File: config.mk
export PLATFORM = sky130hd
export DESIGN_NAME = ufc_line_control
export DESIGN_NICKNAME = d
export VERILOG_FILES = /design/src/ufc_pkg.sv /design/src/ufc_line_control.sv
export SDC_FILE = /design/constraint.sdc
export NUM_CORES = 1
export LEC_CHECK = 0
export ABC_AREA = 1
export BUFFER_PORTS_ARGS = -buffer_cell sky130_fd_sc_hd__buf_2
export CORE_ASPECT_RATIO = 0.7
export CORE_UTILIZATION = 45
export CTS_CLUSTER_SIZE = 16
export DETAILED_ROUTE_END_ITERATION = 12
export GPL_ROUTABILITY_DRIVEN = 0
export PLACE_DENSITY_LB_ADDON = 0.15
export SETUP_SLACK_MARGIN = 0.05
export SLEW_MARGIN = 15
export SYNTH_ARGS = -nofsm -noshare
export SYNTH_HDL_FRONTEND = slang
export SYNTH_SLANG_ARGS = --single-unit
export TNS_END_PERCENT = 5
File: constraint.sdc
create_clock -name mclk -period 2 [get_ports mclk]
set_input_delay 0 -clock mclk [delete_from_list [all_inputs] [get_ports mclk]]
set_output_delay 0 -clock mclk [all_outputs]
set_load 0.02 [all_outputs]
File: src/ufc_pkg.sv
package ufc_pkg;
   // ==================================================
   // Register offsets (byte address on the local port)
   localparam logic [3:0] ADDR_STAT_CTL = 4'h2;
   localparam logic [3:0] ADDR_FMT = 4'h3;
   localparam logic [3:0] ADDR_TBL = 4'h8;
   localparam logic [3:0] ADDR_ENH = 4'h9;
   localparam logic [3:0] ADDR_FLOW = 4'hA;
   localparam logic [3:0] ADDR_RXPROG = 4'hB;
   localparam logic [3:0] ADDR_TXPROG = 4'hC;
   // ==================================================
   // Field positions
   localparam int FC_EN = 0;
   localparam int FC_RXRST = 1;
   localparam int FC_TXRST = 2;
   localparam int FC_BLK = 3;
   localparam int ENH_BIT = 4;
   localparam int FMT_STOP = 2;
   localparam int FMT_PEN = 3;
   localparam int FMT_EVEN = 4;
   localparam int FMT_FORCE = 5;
   localparam int FMT_BRK = 6;
   localparam int FMT_DLAB = 7;
   // ==================================================
   // Reset values
   localparam logic [7:0] FMT_RST = 8'h00;
   localparam logic [7:0] REG_RST = 8'h00;
   localparam logic [6:0] PROG_RST = 7'h01;
   // ==================================================
   // Interrupt source codes, bits 5:0 of the status byte
   localparam logic [5:0] SRC_LINE = 6'h06;
   localparam logic [5:0] SRC_RXDATA = 6'h04;
   localparam logic [5:0] SRC_RXTO = 6'h0C;
   localparam logic [5:0] SRC_TXEMPTY = 6'h02;
   localparam logic [5:0] SRC_MODEM = 6'h00;
   localparam logic [5:0] SRC_FLOWCH = 6'h10;
   localparam logic [5:0] SRC_FLOW = 6'h20;
   localparam logic [5:0] SRC_NONE = 6'h01;
   // Fixed trigger levels of tables A to C, by table then select code
   localparam logic [7:0] RX_TRIG [3][4] = '{'{8'h01, 8'h04, 8'h08, 8'h0E},
      '{8'h08, 8'h10, 8'h18, 8'h1C}, '{8'h08, 8'h10, 8'h38, 8'h3C}};
   localparam logic [7:0] TX_TRIG [3][4] = '{'{8'h01, 8'h01, 8'h01, 8'h01},
      '{8'h10, 8'h08, 8'h18, 8'h1E}, '{8'h08, 8'h10, 8'h20, 8'h38}};
   // Trigger tables selected by the trigger table register bits 7:6
   typedef enum logic [1:0] {
      TBL_A = 2'b00,
      TBL_B = 2'b01,
      TBL_C = 2'b10,
      TBL_D = 2'b11
   } ufc_table_type;
   // Serial format handed to the shifters
   typedef struct packed {
      logic [3:0] wordBits;
      logic [2:0] stopHalves;
      logic parityEn;
      logic parityEven;
      logic parityForced;
      logic parityValue;
   } ufc_format_type;
endpackage

File: src/ufc_line_control.sv
// Overview of operation
// - Status bits 3:1 encode interrupt source
// - Bit 4 flags flow or special char
// - Remember last flow character, Xon or Xoff
// - Bit 5 flags CTS or RTS rising
// - Bits 7:6 mirror FIFO enable
// - Bit 0 enables FIFOs, gates other bits
// - Bit 1 pulses RX FIFO reset
// - Bit 2 pulses TX FIFO reset
// - Block mode bit stored, no effect
// - TX trigger select writable only when enhanced
// - TX interrupt below trigger or empty
// - One trigger table shared by both
// - Table A levels 1,4,8,14; TX 1
// - Tables B and C fixed levels
// - Table D uses programmed levels
// - Word length 5 to 8 bits
// - One, one-and-half or two stops
// - Parity enable for TX and RX
// - Odd or even parity select
// - Forced parity mark or space
// - Break holds TX low
// - Divisor latch access select
// - RX interrupt at or above trigger; any byte with FIFOs off
//
// Added by the designer: the address-and-strobe port and the address map.
module ufc_line_control
   import ufc_pkg::*;
#(
   parameter int LVLW = 7
)
(
   input wire logic mclk,
   input wire logic reset,
   // Register port
   input wire logic [3:0] regAddr,
   input wire logic [7:0] regWrData,
   input wire logic regWr,
   input wire logic regRd,
   output logic [7:0] regRdData,
   // Events from the rest of the channel, same clock
   input wire logic [LVLW-1:0] rxLevel,
   input wire logic [LVLW-1:0] txLevel,
   input wire logic lineStatusEvt,
   input wire logic rxTimeoutEvt,
   input wire logic modemEvt,
   input wire logic xoffRxEvt,
   input wire logic xonRxEvt,
   input wire logic specialRxEvt,
   input wire logic rxCharDone,
   input wire logic modemStatusRead,
   input wire logic rtsOutN,
   // Pin, asynchronous
   input wire logic ctsInN,
   // Serial data from the transmit shifter
   input wire logic txShiftOut,
   output logic txPin,
   // Controls to the FIFOs and shifters
   output logic fifoEnable,
   output logic rxFifoReset,
   output logic txFifoReset,
   output logic [LVLW-1:0] rxTrigger,
   output logic [LVLW-1:0] txTrigger,
   output logic rxDataIrq,
   output logic txReadyIrq,
   output logic irqPending,
   output ufc_format_type lineFormat,
   output logic divisorSelect,
   output logic dataSelect
);

   // ==================================================
   // Registers
   logic [7:0] fmt_q; // Serial format control
   logic [7:0] enh_q; // Enhanced feature register
   logic [7:0] tbl_q; // Trigger table register
   logic fifoEn_q; // FIFO enable
   logic blockMode_q; // Legacy block mode, no function
   logic [1:0] rxSel_q; // RX trigger select
   logic [1:0] txSel_q; // TX trigger select
   logic [LVLW-1:0] rxProg_q; // Table D RX level
   logic [LVLW-1:0] txProg_q; // Table D TX level
   logic rxRst_q; // RX FIFO reset pulse
   logic txRst_q; // TX FIFO reset pulse
   logic xFlowFlag_q; // Xon or Xoff seen
   logic specialFlag_q; // Special character seen
   logic xoffLast_q; // Last flow char was Xoff
   logic xonLast_q; // Last flow char was Xon
   logic flowFlag_q; // CTS or RTS went high
   logic ctsMeta_q; // Synchroniser stage one
   logic ctsSync_q; // Synchroniser stage two
   logic ctsPrev_q; // Previous synced CTS
   logic rtsPrev_q; // Previous RTS
   logic txIrq_q; // TX ready pending
   logic filledAbove_q; // Last reload passed trigger
   logic [LVLW-1:0] txPrev_q; // TX level one cycle ago
   logic [7:0] rdData_q; // Read data register
   logic [7:0] statusValue; // Live status byte
   logic statusRead; // Status read strobe
   logic fifoCtlWrite; // FIFO control write strobe
   ufc_table_type table_s; // Active trigger table
   // Trigger level lookup; table D takes the programmed level
   function automatic logic [LVLW-1:0] trigLevel(
      input ufc_table_type tbl,
      input logic [1:0] sel,
      input logic isTx,
      input logic [LVLW-1:0] prog);
      logic [7:0] v;
      if (tbl == TBL_D)
         v = {{(8-LVLW){1'b0}}, prog};
      else if (isTx)
         v = TX_TRIG[tbl][sel];
      else
         v = RX_TRIG[tbl][sel];
      return v[LVLW-1:0];
   endfunction
   assign statusRead = regRd && (regAddr == ADDR_STAT_CTL);
   assign fifoCtlWrite = regWr && (regAddr == ADDR_STAT_CTL);
   assign table_s = ufc_table_type'(tbl_q[7:6]);
   // ==================================================
   // Plain registers written by software
   always_ff @(posedge mclk)
   begin
      if (reset)
      begin
         fmt_q <= FMT_RST;
         enh_q <= REG_RST;
         tbl_q <= REG_RST;
         rxProg_q <= PROG_RST;
         txProg_q <= PROG_RST;
      end
      else if (regWr)
         case (regAddr)
            ADDR_FMT: fmt_q <= regWrData;
            ADDR_ENH: enh_q <= regWrData;
            ADDR_TBL: tbl_q <= regWrData;
            ADDR_RXPROG: rxProg_q <= regWrData[LVLW-1:0];
            ADDR_TXPROG: txProg_q <= regWrData[LVLW-1:0];
            default: ;
         endcase
   end
   // ==================================================
   // FIFO control; other bits count only with bit 0 set.
   // Reset pulses last one cycle and are not stored; reads of this address return the status byte
   always_ff @(posedge mclk)
   begin
      if (reset)
      begin
         fifoEn_q <= 1'b0;
         blockMode_q <= 1'b0;
         rxSel_q <= 2'b00;
         txSel_q <= 2'b00;
         rxRst_q <= 1'b0;
         txRst_q <= 1'b0;
      end
      else
      begin
         rxRst_q <= fifoCtlWrite && regWrData[FC_EN] && regWrData[FC_RXRST];
         txRst_q <= fifoCtlWrite && regWrData[FC_EN] && regWrData[FC_TXRST];
         if (fifoCtlWrite)
         begin
            fifoEn_q <= regWrData[FC_EN];
            if (regWrData[FC_EN])
            begin
               blockMode_q <= regWrData[FC_BLK];
               rxSel_q <= regWrData[7:6];
               if (enh_q[ENH_BIT])
                  txSel_q <= regWrData[5:4];
            end
         end
      end
   end

   // ==================================================
   // Flow and special character flags; a new event beats a clear
   always_ff @(posedge mclk)
   begin
      if (reset)
      begin
         xFlowFlag_q <= 1'b0;
         specialFlag_q <= 1'b0;
         xoffLast_q <= 1'b0;
         xonLast_q <= 1'b0;
      end
      else
      begin
         if (xoffRxEvt || xonRxEvt)
            xFlowFlag_q <= 1'b1;
         else if (statusRead)
            xFlowFlag_q <= 1'b0;
         if (specialRxEvt)
            specialFlag_q <= 1'b1;
         else if (statusRead || rxCharDone)
            specialFlag_q <= 1'b0;
         if (xoffRxEvt)
         begin
            xoffLast_q <= 1'b1;
            xonLast_q <= 1'b0;
         end
         else if (xonRxEvt)
         begin
            xoffLast_q <= 1'b0;
            xonLast_q <= 1'b1;
         end
      end
   end

   // ==================================================
   // CTS pin synchroniser and rising edge flag
   always_ff @(posedge mclk)
   begin
      if (reset)
      begin
         ctsMeta_q <= 1'b0;
         ctsSync_q <= 1'b0;
         ctsPrev_q <= 1'b0;
         rtsPrev_q <= 1'b0;
         flowFlag_q <= 1'b0;
      end
      else
      begin
         ctsMeta_q <= ctsInN;
         ctsSync_q <= ctsMeta_q;
         ctsPrev_q <= ctsSync_q;
         rtsPrev_q <= rtsOutN;
         // Cleared by a modem status read elsewhere in the channel
         if ((ctsSync_q && !ctsPrev_q) || (rtsOutN && !rtsPrev_q))
            flowFlag_q <= 1'b1;
         else if (modemStatusRead)
            flowFlag_q <= 1'b0;
      end
   end

   // ==================================================
   // TX ready interrupt: falling through the trigger, or
   // emptying after a reload that never passed it
   always_ff @(posedge mclk)
   begin
      if (reset)
      begin
         txPrev_q <= '0;
         filledAbove_q <= 1'b0;
         txIrq_q <= 1'b0;
      end
      else
      begin
         txPrev_q <= txLevel;
         if (txLevel > txTrigger)
            filledAbove_q <= 1'b1;
         else if (txLevel == '0)
            filledAbove_q <= 1'b0;
         if ((txPrev_q >= txTrigger && txLevel < txTrigger) ||
             (txPrev_q != '0 && txLevel == '0 && !filledAbove_q))
            txIrq_q <= 1'b1;
         else if (statusRead)
            txIrq_q <= 1'b0;
      end
   end
   // ==================================================
   // Trigger levels, RX interrupt and status byte
   always_comb
   begin
      rxTrigger = trigLevel(table_s, rxSel_q, 1'b0, rxProg_q);
      txTrigger = trigLevel(table_s, txSel_q, 1'b1, txProg_q);
      // Without FIFOs one byte is enough to interrupt
      rxDataIrq = fifoEn_q ? (rxLevel >= rxTrigger) : (rxLevel != '0);
   end

   // Highest priority pending source wins
   always_comb
   begin
      statusValue = {fifoEn_q, fifoEn_q, SRC_NONE};
      if (lineStatusEvt)
         statusValue[5:0] = SRC_LINE;
      else if (rxDataIrq)
         statusValue[5:0] = SRC_RXDATA;
      else if (rxTimeoutEvt)
         statusValue[5:0] = SRC_RXTO;
      else if (txIrq_q)
         statusValue[5:0] = SRC_TXEMPTY;
      else if (modemEvt)
         statusValue[5:0] = SRC_MODEM;
      else if (enh_q[ENH_BIT] && (xFlowFlag_q || specialFlag_q))
         statusValue[5:0] = SRC_FLOWCH;
      else if (enh_q[ENH_BIT] && flowFlag_q)
         statusValue[5:0] = SRC_FLOW;
   end
   // ==================================================
   // Read data, one cycle after the strobe; holes read zero
   always_ff @(posedge mclk)
   begin
      if (reset || !regRd)
         rdData_q <= REG_RST;
      else
         case (regAddr)
            ADDR_STAT_CTL: rdData_q <= statusValue;
            ADDR_FMT: rdData_q <= fmt_q;
            ADDR_TBL: rdData_q <= tbl_q;
            ADDR_ENH: rdData_q <= enh_q;
            ADDR_FLOW: rdData_q <= {6'b00_0000, xonLast_q, xoffLast_q};
            ADDR_RXPROG: rdData_q <= {{(8-LVLW){1'b0}}, rxProg_q};
            ADDR_TXPROG: rdData_q <= {{(8-LVLW){1'b0}}, txProg_q};
            default: rdData_q <= REG_RST;
         endcase
   end
   // ==================================================
   // Outputs
   always_comb
   begin
      lineFormat.wordBits = 4'h5 + {2'b00, fmt_q[1:0]};
      // Stop length in half bits: 2, 3 for 5-bit words, else 4
      if (!fmt_q[FMT_STOP])
         lineFormat.stopHalves = 3'h2;
      else if (fmt_q[1:0] == 2'b00)
         lineFormat.stopHalves = 3'h3;
      else
         lineFormat.stopHalves = 3'h4;
      lineFormat.parityEn = fmt_q[FMT_PEN];
      lineFormat.parityEven = fmt_q[FMT_EVEN];
      lineFormat.parityForced = fmt_q[FMT_FORCE];
      lineFormat.parityValue = !fmt_q[FMT_EVEN];
   end
   assign txPin = txShiftOut && !fmt_q[FMT_BRK];
   assign divisorSelect = fmt_q[FMT_DLAB];
   assign dataSelect = !fmt_q[FMT_DLAB];
   assign fifoEnable = fifoEn_q;
   assign rxFifoReset = rxRst_q;
   assign txFifoReset = txRst_q;
   assign txReadyIrq = txIrq_q;
   assign irqPending = !statusValue[0];
   assign regRdData = rdData_q;
   // ==================================================
   // Checks
   fifo_status_a: assert property (@(posedge mclk) disable iff (reset)
      statusValue[7:6] == {2{fifoEnable}})
      else $error("FIFO status bits wrong");
   rx_reset_a: assert property (@(posedge mclk) disable iff (reset)
      fifoCtlWrite && regWrData[FC_EN] && regWrData[FC_RXRST] |=> rxFifoReset ##1 !rxFifoReset)
      else $error("RX FIFO reset pulse wrong");
   tx_reset_a: assert property (@(posedge mclk) disable iff (reset)
      txFifoReset |-> $past(fifoCtlWrite) && $past(regWrData[FC_EN]))
      else $error("TX FIFO reset without enabled write");
   fifo_gate_a: assert property (@(posedge mclk) disable iff (reset)
      fifoCtlWrite && !regWrData[FC_EN] |=> !fifoEnable && $stable(rxSel_q))
      else $error("FIFO control bits taken while disabling");
   tx_sel_a: assert property (@(posedge mclk) disable iff (reset)
      !enh_q[ENH_BIT] |=> $stable(txSel_q))
      else $error("TX trigger changed without enhanced mode");
   table_a_a: assert property (@(posedge mclk) disable iff (reset)
      table_s == TBL_A |-> txTrigger == 7'd1)
      else $error("Table A TX trigger not one");
   break_a: assert property (@(posedge mclk) disable iff (reset)
      fmt_q[FMT_BRK] |-> !txPin)
      else $error("Break not holding TX low");
   special_clr_a: assert property (@(posedge mclk) disable iff (reset)
      specialFlag_q && rxCharDone && !specialRxEvt |=> !specialFlag_q)
      else $error("Special flag not cleared by next char");
   cts_edge_a: assert property (@(posedge mclk) disable iff (reset)
      ctsSync_q && !ctsPrev_q |=> flowFlag_q)
      else $error("CTS rise not flagged");
   rx_irq_a: assert property (@(posedge mclk) disable iff (reset)
      fifoEnable && rxLevel < rxTrigger |-> !rxDataIrq)
      else $error("RX interrupt below trigger");
   stop_a: assert property (@(posedge mclk) disable iff (reset)
      fmt_q[FMT_STOP] && fmt_q[1:0] != 2'b00 |-> lineFormat.stopHalves == 3'h4)
      else $error("Two stop bits expected");
   cover_tx_irq: cover property (@(posedge mclk) disable iff (reset) $rose(txIrq_q));
   cover_flow_char: cover property (@(posedge mclk) disable iff (reset)
      statusValue[5:0] == SRC_FLOWCH ##1 statusRead);
   cover_table_d: cover property (@(posedge mclk) disable iff (reset)
      table_s == TBL_D && rxDataIrq);
endmodule

# Word level (Yosys, flattened, before mapping)
# Index checks and enable logic that the tools add are counted.
[totals]
mem_count = 0
latchBits = 0
wordCells = 123
in_bits = 41
rom_bits = 0
output_inout_bits = 42
regBits = 71
ramBits = 0
[classes]
multipliers = 0
shift = 0
add_sub_neg = 1
muxes = 36
n_bitwise = 3
n_reduce_logical = 45
n_eq_ne = 8
div_mod_pow = 0
magnitude_cmp = 7
[ops]
columns = ["cell", "count"]
rows = [
  ["32-bit binary-select mux with 2-bit select", 2],
  ["32-bit 2-to-1 mux", 4],
  ["8-bit one-hot mux with 7 select lines", 1],
  ["6-bit 2-to-1 mux", 7],
  ["7-bit 2-to-1 mux", 6],
  ["8-bit binary-select mux with 2-bit select", 2],
  ["4-bit equality test, second input constant", 5],
  ["7-bit >= comparator", 2],
  ["7-bit nonzero test", 2],
  ["1-bit logical AND", 13],
  ["1-bit 2-to-1 mux", 12],
  ["2-bit AND reduction", 6],
  ["2-bit nonzero test", 6],
  ["3-bit >= comparator, second input constant", 3],
  ["2-bit inverter with 3-bit output", 3],
  ["4-bit by 2-bit equality test with 1-bit output, second input constant", 2],
  ["1-bit zero test", 8],
  ["7-bit greater-than comparator", 1],
  ["7-bit zero test", 1],
  ["7-bit less-than comparator", 1],
  ["1-bit logical OR", 6],
  ["3-bit 2-to-1 mux", 2],
  ["3-bit by 2-bit adder with 4-bit output, first input constant", 1],
  ["3-bit AND reduction", 1],
  ["3 further kinds", 3],
]

# Logic depth before layout (Yosys ltp)
# Gate-level depths: netlist of run 1.
[depth]
ltp_word = 13
mapped_depth = 17

# Worst setup path before layout of run 1
# Ideal clock, no wire load.
[synth_timing]
path_type = "flip-flop to flip-flop"
from = "register tbl_q[6]"
to = "register rdData_q[1] (netlist: regRdData[1])"
path_slack_ns = -0.511
t_required_ns = 1.876
path_stages_with_launch = 15
period_less_slack_ns = 2.511
setup_ns = 0.124
t_arrival_ns = 2.387
cell_sequence = "dfxtp_1 ha_1 clkbuf_1 o31ai_1 inv_1 ha_1 nand2_1 nor2_1 o21ai_0 nand2_1 nand2_1 nand2_1 nand2_1 nand2_1 a21oi_1"
[synth_between]
elab_chain_cells = 13
[synth_lines]
columns = ["item", "line_no", "rtl"]
rows = [
  ["from (decl)", "ufc_line_control.sv:76", "logic [7:0] tbl_q;"],
  ["from (signal assigned)", "ufc_line_control.sv:136", "ADDR_TBL: tbl_q <= regWrData;"],
  ["2-bit inverter with 3-bit output", "n/a", ""],
  ["32-bit binary-select mux with 2-bit select", "n/a", ""],
  ["32-bit 2-to-1 mux (2 in series)", "n/a", ""],
  ["8-bit binary-select mux with 2-bit select", "ufc_line_control.sv:114", "v = RX_TRIG[tbl][sel];"],
  ["7-bit 2-to-1 mux (implied by the code) (2 in series)", "ufc_line_control.sv:114", ""],
  ["7-bit 2-to-1 mux (*)", "ufc_line_control.sv:109", "if (tbl == TBL_D)"],
  ["named net rxTrigger[5]", "ufc_line_control.sv:62", "output logic [LVLW-1:0] rxTrigger,"],
  ["7-bit >= comparator (*)", "ufc_line_control.sv:266", "rxDataIrq = fifoEn_q ? (rxLevel >= rxTrigger) : (rxLevel != '0);"],
  ["1-bit 2-to-1 mux (*)", "ufc_line_control.sv:266", ""],
  ["6-bit 2-to-1 mux (*)", "ufc_line_control.sv:275", "else if (rxDataIrq)"],
  ["6-bit 2-to-1 mux (*)", "ufc_line_control.sv:273", "if (lineStatusEvt)"],
  ["8-bit one-hot mux with 7 select lines (*)", "ufc_line_control.sv:295", "case (regAddr)"],
  ["to (signal assigned)", "ufc_line_control.sv:296", "ADDR_STAT_CTL: rdData_q <= statusValue;"],
  ["to (signal assigned)", "ufc_line_control.sv:297", "ADDR_FMT: rdData_q <= fmt_q;"],
  ["to (signal assigned)", "ufc_line_control.sv:298", "ADDR_TBL: rdData_q <= tbl_q;"],
  ["to (decl)", "ufc_line_control.sv:97", "logic [7:0] rdData_q;"],
]
# Mark *: on every way through the listed nets, which the timed path passes. The rest lies on a longest branch. The select of a mux whose other input is x is not followed.
# A chain may end at the register's enable or synchronous reset.

# Worst setup path in the final report of run 1
[layout_timing]
from = "register tbl_q[6]"
to = "output rxDataIrq"
[layout_between]
elab_chain_cells = 10
[layout_lines]
columns = ["item", "line_no", "rtl"]
rows = [
  ["2-bit inverter with 3-bit output", "n/a", ""],
  ["32-bit binary-select mux with 2-bit select", "n/a", ""],
  ["32-bit 2-to-1 mux (2 in series)", "n/a", ""],
  ["8-bit binary-select mux with 2-bit select", "ufc_line_control.sv:114", ""],
  ["7-bit 2-to-1 mux (implied by the code) (2 in series)", "ufc_line_control.sv:114", ""],
  ["7-bit 2-to-1 mux (*)", "ufc_line_control.sv:109", ""],
  ["7-bit >= comparator (*)", "ufc_line_control.sv:266", ""],
  ["1-bit 2-to-1 mux (*)", "ufc_line_control.sv:266", ""],
  ["to (decl)", "ufc_line_control.sv:64", "output logic rxDataIrq,"],
]
# Every way passes the cells marked *; elsewhere a longest branch is shown, timed or not. The select of a mux whose other input is x is not followed.

==> flow_summary.json, run 1 <==
{
  "syn_avg_cell_area_sq_um": 7.30,
  "ios": 83,
  "drv_slew": 0,
  "io_buffers": 82,
  "drt_pre_antenna_iters": 4,
  "die_area_sq_um": 8670,
  "wl_per_cell_um": 14.7,
  "grt_overflow": 0,
  "start_util_pct": 47.0,
  "ys.flop_type": "dfxtp_1",
  "power.clock.fraction_pct": 43.4,
  "synth_edf_count": 0,
  "cap_viol_max_count": 0,
  "critPathCaptureType": "output port",
  "leakage_nw": 2.29,
  "synth_cells": 511,
  "drc": 0,
  "synth-compound-area-share_pct": 20.3,
  "async_flop_share_pct": 0,
  "synth-xor-area-share_pct": 0,
  "setup_tns_ns": -2.67,
  "setup_viol": 10,
  "cts_root_buf": "clkbuf_16",
  "rsz0062_at_grt": "yes",
  "synth.cell_area_sq_um": 3730,
  "antenna_cells": 0,
  "vias_per_cell": 5.23,
  "hold_depth": 4,
  "grt_max_degree": 43,
  "final_common_cell": "inv_1",
  "violations": "negative setup slack",
  "synth_seq_cells": 71,
  "p_sw_mw": 0.829,
  "track_usage_pct": 26.1,
  "switching_share_pct": 24.8,
  "fin_crit_ns": 2.35,
  "crit_type": "flip-flop to output port",
  "skew_ns": 0.00453,
  "vdd_drop_max_mv": 0.604,
  "cp_max_fo": 4,
  "cp_data_arrival_time_ns": 2.35,
  "num-fill-cells": 709,
  "yosys-mux-area-fraction_pct": 0,
  "wl_um": 10900,
  "status": "finished, violations left",
  "dpl.hpwl_um": 8230,
  "required_ns": 2.00,
  "seqPwrFrac_pct": 44.2,
  "grt_pass1_vias": 3649,
  "antenna_found_initial": 0,
  "initialDrtViolationCount": 279,
  "synth_top_family_by_area": "compound AO/OA/AOI/OAI gates",
  "worst_slew_pin_slew_ns": 0.575,
  "finalHoldViolCount": 0,
  "fin_nets": 705,
  "layout-drive-gt1-share_pct": 28.8,
  "final_cell_mix": "inv_1, buf_2, dfxtp_1",
  "p_int_mw": 2.52,
  "synth_cell_types": 36,
  "max-clock-path-buffers": 2,
  "die_h_um": 78.2,
  "synthSimpleGateAreaFrac_pct": 19.7,
  "tritoncts": "built",
  "synth_warnings": 0,
  "ant_nets": 0,
  "comb_power_share_pct": 12.4,
  "slew_headroom_pct": 61.5,
  "utilization_pct": 64.4,
  "fmax_mhz": 425,
  "core_sq_um": 7940,
  "grt_pass1_wl_um": 17600,
  "synth_seq_area_share_pct": 38.1,
  "synth_fa_ha_area_share_pct": 9.39,
  "worst-r2r-cell-count": 17,
  "htree_levels": 3,
  "cts_buffers": 9,
  "power.total_mw": 3.35,
  "path_clk_slew_ns": 0.05,
  "syn_to_final_growth_pct": 37.1,
  "worst_slack_ns": -0.351,
  "synth_fp_nets": 580,
  "finalCritPeriodShare_pct": 118,
  "start_kind": "flip-flop",
  "die_w_um": 111,
  "min-delay-path-class": "primary input to flip-flop",
  "row_count": 27,
  "powerDensity_nw_per_um2": 655,
  "clkSinkCount": 71,
  "vias": 3869,
  "worstSkewPairLatency_ns": 0.33
}
==> worst max-delay path, cell delays in order, from the launching register on <==
cell and delay, ns:
dfxtp_4 0.41, inv_6 0.06, ha_4 0.27, nand2_4 0.07
o21ai_4 0.14, inv_2 0.06, ha_4 0.27, nand2_1 0.04
nor2_1 0.12, o21ai_1 0.08, nand2_1 0.11, nand2_4 0.09
buf_4 0.14, inv_1 0.06, buf_6 0.11
==> state kept, by name, indices dropped and copies added, names as in the netlist <==
signal	flops
rxFifoReset	1
rxProg_q	7
specialFlag_q	1
enh_q	8
tbl_q	8
flowFlag_q	1
fifoEnable	1
ctsSync_q	1
ctsPrev_q	1
txPrev_q	7
txFifoReset	1
fmt_q	8
txSel_q	2
regRdData	8
rxSel_q	2
rtsPrev_q	1
filledAbove_q	1
ctsMeta_q	1
txProg_q	7
xonLast_q	1
xFlowFlag_q	1
txReadyIrq	1
xoffLast_q	1
==> kinds of logic (layout without fill, tap and decap cells) <==
logic type               Yosys count  in the layout
AO/OA/AOI/OAI                    143            143
adder cells (fa/ha/maj)           28             28
buffers and inverters            114            242
flip-flops                        71             71
AND/OR/NAND/NOR                  155            155
==> synth_stat cells (7+ instances only) <==
master    instances  area share [%]
a21oi_1          59             7.9
clkbuf_1          8            0.80
dfxtp_1          71              38
ha_1             28             9.4
inv_1            92             9.3
nand2_1          54             5.4
nand3_1          14             1.9
nand4_1           7             1.2
nor2_1           45             4.5
nor3_1           12             1.6
o21ai_0          56             7.5
o22ai_1          15             2.5
==> path summary, 6_finish.rpt <==
path	slack [ns]	from	endpoint
worst max-delay path	-0.35	tbl_q[6]$_SDFFE_PP0P_	rxDataIrq
worst min-delay path	0.008	lineStatusEvt	regRdData[3]$_SDFF_PP0_
worst max register to register	-0.31	tbl_q[6]$_SDFFE_PP0P_	regRdData[1]$_SDFF_PP0_
worst min register to register	0.40	ctsMeta_q$_SDFF_PP0_	ctsSync_q$_SDFF_PP0_
==> cell type report <==
| type | instances | area [sq um] | share of cell area, % |
|---|---|---|---|
| repair buffers | 130 | 838 | 16.4 |
| multi-input cells | 326 | 2070 | 40.5 |
| inverters | 98 | 382 | 7.46 |
| clock buffers | 13 | 260 | 5.09 |
| well taps | 101 | 126 | 2.47 |
| clock inverters | 1 | 5.00 | 0.0979 |
| flip-flops and latches | 71 | 1430 | 27.9 |
==> power by group through the flow <==
stage / combinational (mW) / clock [mW] / sequential [mW]
final: 0.415 / 1.45 / 1.48
after global routing: 0.465 / 1.53 / 1.48
after CTS: 0.408 / 1.47 / 1.48
after detailed placement: 0.365 / 0 / 1.51
after global placement: 0.352 / 0 / 1.51
after floorplan: 0.215 / 0 / 1.51
==> routing by layer <==
| metal | vias up | GRT usage (%) | wire, um |
|---|---|---|---|
| li1 | 1939 | - | - |
| met1 | 1773 | 35.5 | 5120 |
| met2 | 136 | 40.7 | 4760 |
| met3 | 21 | 5.79 | 793 |
| met4 | 0 | 9.73 | 190 |
| met5 | - | 0 | 0 |
==> repair_timing <==
action	in CTS	in global routing
endpoints found under the setup margin	12	13
pin swaps	16	5
buffers inserted	5	0
hold buffers	19	0
cloned	0	0
hold endpoints to repair	18	0
resized for setup	27	5
==> metrics by stage <==
stage	cells	hold slack [ns]	instance area [sq um]	worst slack, ns
floorplan	511	0.0793	3890	-0.0607
global placement	702	0.180	4500	-0.206
detailed placement	702	0.192	4500	-0.301
CTS	740	0.000560	5100	-0.354
global route	740	0.0338	5110	-0.484
finish	740	0.00822	5110	-0.351
No activity file was read; power rests on OpenSTA's default activity.
==> run 2: changes to the inputs <==
--- a/config.mk
+++ b/config.mk
@@ -12,6 +12,7 @@
 export CTS_CLUSTER_SIZE = 16
 export DETAILED_ROUTE_END_ITERATION = 12
 export GPL_ROUTABILITY_DRIVEN = 0
+export HOLD_SLACK_MARGIN = 0.08
 export PLACE_DENSITY_LB_ADDON = 0.15
 export SETUP_SLACK_MARGIN = 0.05
 export SLEW_MARGIN = 15
==> run 2 against run 1 <==
The flow still finishes with violations (negative setup slack). Wire length grew 2.2%. Clock skew is 0.0012 ns higher. Largest cell class unchanged. Non-clock buffer count increased by 15. Die area did not move.
==> flow_summary.json, run 2 (same netlist as run 1, synthesis figures left out) <==
{
  "antenna_found_initial": 0,
  "fin_nets": 720,
  "ant_nets": 0,
  "grt_overflow": 0,
  "setup_viol": 10,
  "finalHoldViolCount": 0,
  "status": "finished, violations left",
  "wl_per_cell_um": 14.7,
  "core_sq_um": 7940,
  "io_buffers": 82,
  "slowest_delay_ns": 0.41,
  "path_clk_slew_ns": 0.06,
  "initialDrtViolationCount": 280,
  "cap_viol_max_count": 0,
  "start_kind": "flip-flop",
  "ios": 83,
  "whs_ns": 0.220,
  "cts_root_buf": "clkbuf_16",
  "clkSinkCount": 71,
  "violations": "negative setup slack",
  "cp_cell_sequence": "inv_6, ha_4, nand2_4, o21ai_4, inv_2, ha_4, nand2_1, nor2_1, o21ai_1, nand2_1, nand2_4, buf_4, inv_1, buf_6",
  "syn_to_final_growth_pct": 41.1,
  "htree_levels": 3,
  "final_cell_mix": "inv_1, buf_2, dfxtp_1",
  "final_area_sq_um": 5260,
  "utilization_pct": 66.3,
  "grt_max_degree": 43,
  "crit_buf_inv": 5,
  "drt_pre_antenna_iters": 4,
  "grt_pass1_vias": 3719,
  "min-delay-path-class": "primary input to flip-flop",
  "wl_um": 11100,
  "slew_headroom_pct": 61.5,
  "vdd_drop_max_mv": 0.607,
  "dpl.hpwl_um": 8230,
  "leakage_nw": 2.36,
  "start_util_pct": 47.0,
  "critPathCaptureType": "output port",
  "required_ns": 2.00,
  "path_delay_family": "adder cells",
  "die_w_um": 111,
  "max-clock-path-buffers": 2,
  "track_usage_pct": 26.6,
  "worstSkewPairLatency_ns": 0.33,
  "crit_type": "flip-flop to output port",
  "cts_buffers": 9,
  "final_common_cell": "inv_1",
  "row_count": 27,
  "place_ws_ns": -0.301,
  "die_h_um": 78.2,
  "worst_slack_ns": -0.347,
  "antenna_cells": 0,
  "finalCritPeriodShare_pct": 117,
  "powerDensity_nw_per_um2": 641,
  "worst_slew_pin_slew_ns": 0.576,
  "vias": 3932,
  "grt_pass1_wl_um": 17900,
  "fin_crit_ns": 2.35,
  "tritoncts": "built",
  "slowest_stage": "dfxtp_4",
  "skew_ns": 0.00568,
  "drc": 0,
  "power.total_mw": 3.37,
  "fmax_mhz": 426,
  "rsz0062_at_grt": "yes",
  "layout-drive-gt1-share_pct": 28.1,
  "dpl-instance-area_sq_um": 4500,
  "cp_data_arrival_time_ns": 2.35,
  "drv_slew": 0,
  "die_area_sq_um": 8670,
  "cp_max_fo": 4,
  "vias_per_cell": 5.21
}
## run 2: worst register-to-register path, cell delays in order (launching register included)
cell and delay, ns:
dfxtp_4 0.41, inv_6 0.06, ha_4 0.28, nand2_4 0.07, o21ai_4 0.14, inv_2 0.06, ha_4 0.27, nand2_1 0.04
nor2_1 0.12, o21ai_1 0.08, nand2_1 0.11, nand2_4 0.09, buf_4 0.15, buf_6 0.12, nand2_1 0.06, nand2_1 0.04
nand2_1 0.06, a21oi_2 0.05
## run 2: power breakdown
group	total (mW)	internal, mW	switching (mW)
logic	0.435	0.189	0.246
registers	1.48	1.45	0.0265
clock network	1.46	0.891	0.567
total	3.37	2.53	0.840
## run 2: what timing repair did
action,4_1_cts,5_1_grt
pin swaps,16,5
hold buffers,34,0
hold endpoints to repair,49,0
gates resized for setup,27,5
buffers inserted,5,0
setup endpoints to repair,12,13
## run 2: final timing paths
kind,startpoint,end,slack [ns],cells past startpoint
worst max-delay path,tbl_q[6]$_SDFFE_PP0P_,rxDataIrq,-0.35,14
worst min-delay path,regAddr[0],enh_q[1]$_SDFFE_PP0P_,0.22,5
worst max register to register,tbl_q[6]$_SDFFE_PP0P_,regRdData[1]$_SDFF_PP0_,-0.31,17
worst min register to register,ctsMeta_q$_SDFF_PP0_,ctsSync_q$_SDFF_PP0_,0.40,2
## run 2: metal layers
layer  wire length (um)  vias up  GRT usage [%]
li1                   -     1970              -
met1               5320     1805           36.0
met2               4850      134           41.6
met3                720       23           5.87
met4                211        0           9.73
met5                  0        -              0
## run 2: area by class of cell
| class | instances | area [sq um] |
|---|---|---|
| fillers | 691 | 2680 |
| multi-input cells | 326 | 2070 |
| flip-flops and latches | 71 | 1430 |
| repair buffers | 145 | 988 |
| inverters | 98 | 382 |
| clock buffers | 13 | 260 |
| well taps | 101 | 126 |
| clock inverters | 1 | 5.00 |
## run 2: through the flow
step / TNS [ns] / cells
6_report: -2.65 / 755
2_1_floorplan: -0.140 / 511
4_1_cts: -2.71 / 755
3_5_place_dp: -2.47 / 702
5_1_grt: -4.46 / 755
3_3_place_gp: -1.81 / 702
==> run 3: changes to the inputs <==
==> constraint.sdc (replaced) <==
create_clock -name mclk -period 2 [get_ports mclk]
set_input_delay 0.3 -clock mclk [delete_from_list [all_inputs] [get_ports mclk]]
set_output_delay 0.3 -clock mclk [all_outputs]
set_load 0.02 [all_outputs]
==> run 3 against run 2 <==
Die area unchanged. Critical endpoint is now irqPending. Global-route usage down 2.0 points. Clock-buffer cell count unchanged. Setup slack worse by 0.33 ns. Largest power group is now the clock network. Design area down 5.4%. Largest cell class unchanged. The run still ends with negative setup slack left. Critical path depth down 1. Utilization down 3.6 points. Sequential power about the same. Fmax down 12%. Non-clock buffer count down 29. First-iteration DRC count up 2.1%. Clock power about the same.
==> flow_summary.json, run 3 (same netlist as run 1, synthesis figures left out) <==
{
  "wl_per_cell_um": 14.5,
  "vias": 3765,
  "die_h_um": 78.2,
  "fmax_mhz": 374,
  "tritoncts": "built",
  "grt_pass1_vias": 3410,
  "max-clock-path-buffers": 2,
  "p_int_mw": 2.51,
  "worst_slew_pin_slew_ns": 0.530,
  "start_kind": "flip-flop",
  "die_w_um": 111,
  "final_common_cell": "inv_1",
  "required_ns": 1.70,
  "grt_max_degree": 43,
  "worst_slack_ns": -0.675,
  "num-fill-cells": 746,
  "antenna_found_initial": 0,
  "final_cell_mix": "inv_1, buf_2, dfxtp_1",
  "power.clock.fraction_pct": 44.4,
  "ant_nets": 0,
  "setup_viol": 16,
  "wl_um": 10600,
  "initialDrtViolationCount": 286,
  "vdd_drop_max_mv": 0.571,
  "critPathCaptureType": "output port",
  "power.total_mw": 3.35,
  "leakage_nw": 2.24,
  "cts_buffers": 9,
  "vias_per_cell": 5.17,
  "fin_crit_ns": 2.68,
  "fin_nets": 691,
  "seqPwrFrac_pct": 44.1,
  "drt_pre_antenna_iters": 5,
  "antenna_cells": 0,
  "cp_max_fo": 4,
  "status": "finished, violations left",
  "worstSkewPairLatency_ns": 0.33,
  "row_count": 27,
  "violations": "negative setup slack",
  "rsz0062_at_grt": "yes",
  "syn_to_final_growth_pct": 33.5,
  "cts_root_buf": "clkbuf_16",
  "slew_headroom_pct": 64.4,
  "cp_data_arrival_time_ns": 2.38,
  "grt_pass1_wl_um": 16600,
  "crit_type": "flip-flop to output port",
  "finalCritPeriodShare_pct": 134,
  "ios": 83,
  "skew_ns": 0.00554,
  "powerDensity_nw_per_um2": 673,
  "layout-drive-gt1-share_pct": 31.6,
  "min-delay-path-class": "primary input to flip-flop",
  "drv_slew": 0,
  "comb_power_share_pct": 11.5,
  "drc": 0,
  "grt_overflow": 0,
  "p_sw_mw": 0.845,
  "place_ws_ns": -0.427,
  "io_buffers": 82,
  "switching_share_pct": 25.2,
  "die_area_sq_um": 8670,
  "clkSinkCount": 71,
  "cap_viol_max_count": 0,
  "setup_tns_ns": -4.44,
  "cts_hold_buf": 0,
  "dpl.hpwl_um": 7970,
  "htree_levels": 3,
  "track_usage_pct": 24.6,
  "finalHoldViolCount": 0,
  "path_clk_slew_ns": 0.05,
  "start_util_pct": 47.0,
  "core_sq_um": 7940
}
run 3: cell types whose count changed in the layout (fill, tap and decap cells not counted), sizes merged:
cell	previous run	this run
clkinvlp	0	1
clkinv	2	3
dlygate4sd3	34	0
buf	111	116
run 3: power groups by stage:
stage                     combinational [mW]  sequential (mW)  clock [mW]
after floorplan                        0.215             1.51           0
after global placement                 0.349             1.51           0
after detailed placement               0.358             1.51           0
after CTS                              0.371             1.48        1.52
after global routing                   0.430             1.48        1.57
final                                  0.386             1.48        1.49
run 3: repair_timing:
action                     4_1_cts  5_1_grt
cloned                           0        0
setup buffers                    3        2
pin swaps                       11        8
setup endpoints to repair       19       20
gates resized for setup         30       29
run 3: routing by layer:
metal	global-route usage [%]	up-vias	wire length (um)
met5	0	-	0
met3	7.57	8	709
li1	-	1911	-
met2	36.6	114	4610
met1	34.1	1732	5150
met4	7.20	0	100
run 3: final timing paths:
path | end | depth (start not counted) | start | slack, ns
max | irqPending | 13 | tbl_q[7]$_SDFFE_PP0P_ | -0.68
min reg2reg | ctsSync_q$_SDFF_PP0_ | 2 | ctsMeta_q$_SDFF_PP0_ | 0.40
max reg2reg | regRdData[0]$_SDFF_PP0_ | 15 | tbl_q[7]$_SDFFE_PP0P_ | -0.40
min | xonLast_q$_SDFFE_PP0P_ | 2 | xoffRxEvt | 0.14
run 3: worst max-delay path: stages, from the launching register on:
cell and delay, ns:
dfxtp_4 0.37, ha_2 0.17, or2_4 0.22, o21ai_1 0.08, nand3_1 0.10, and2_4 0.16, ha_4 0.21, nand3_1 0.06
nand2_1 0.07, o21ai_2 0.16, nand2_2 0.08, nand2_4 0.12, nand3_4 0.07, buf_6 0.15
run 3: metrics by stage:
step,hold WS [ns],instance area [sq um],utilization [%],cells
final,0.143,4980,62.7,728
after global routing,0.147,4980,62.7,728
after CTS,0.133,4900,61.8,726
after detailed placement,0.396,4490,56.6,707
after global placement,0.391,4490,56.6,707
after floorplan,0.379,3850,-,511
run 3: area by class of cell:
type	count	area, sq um	share of cell area, %
Clock buffer	13	260	5.23
Clock inverter	3	17.5	0.352
Inverter	98	379	7.61
Multi-Input combinational cell	326	2060	41.3
Sequential cell	71	1430	28.7
Tap cell	101	126	2.54
Timing Repair Buffer	116	712	14.3
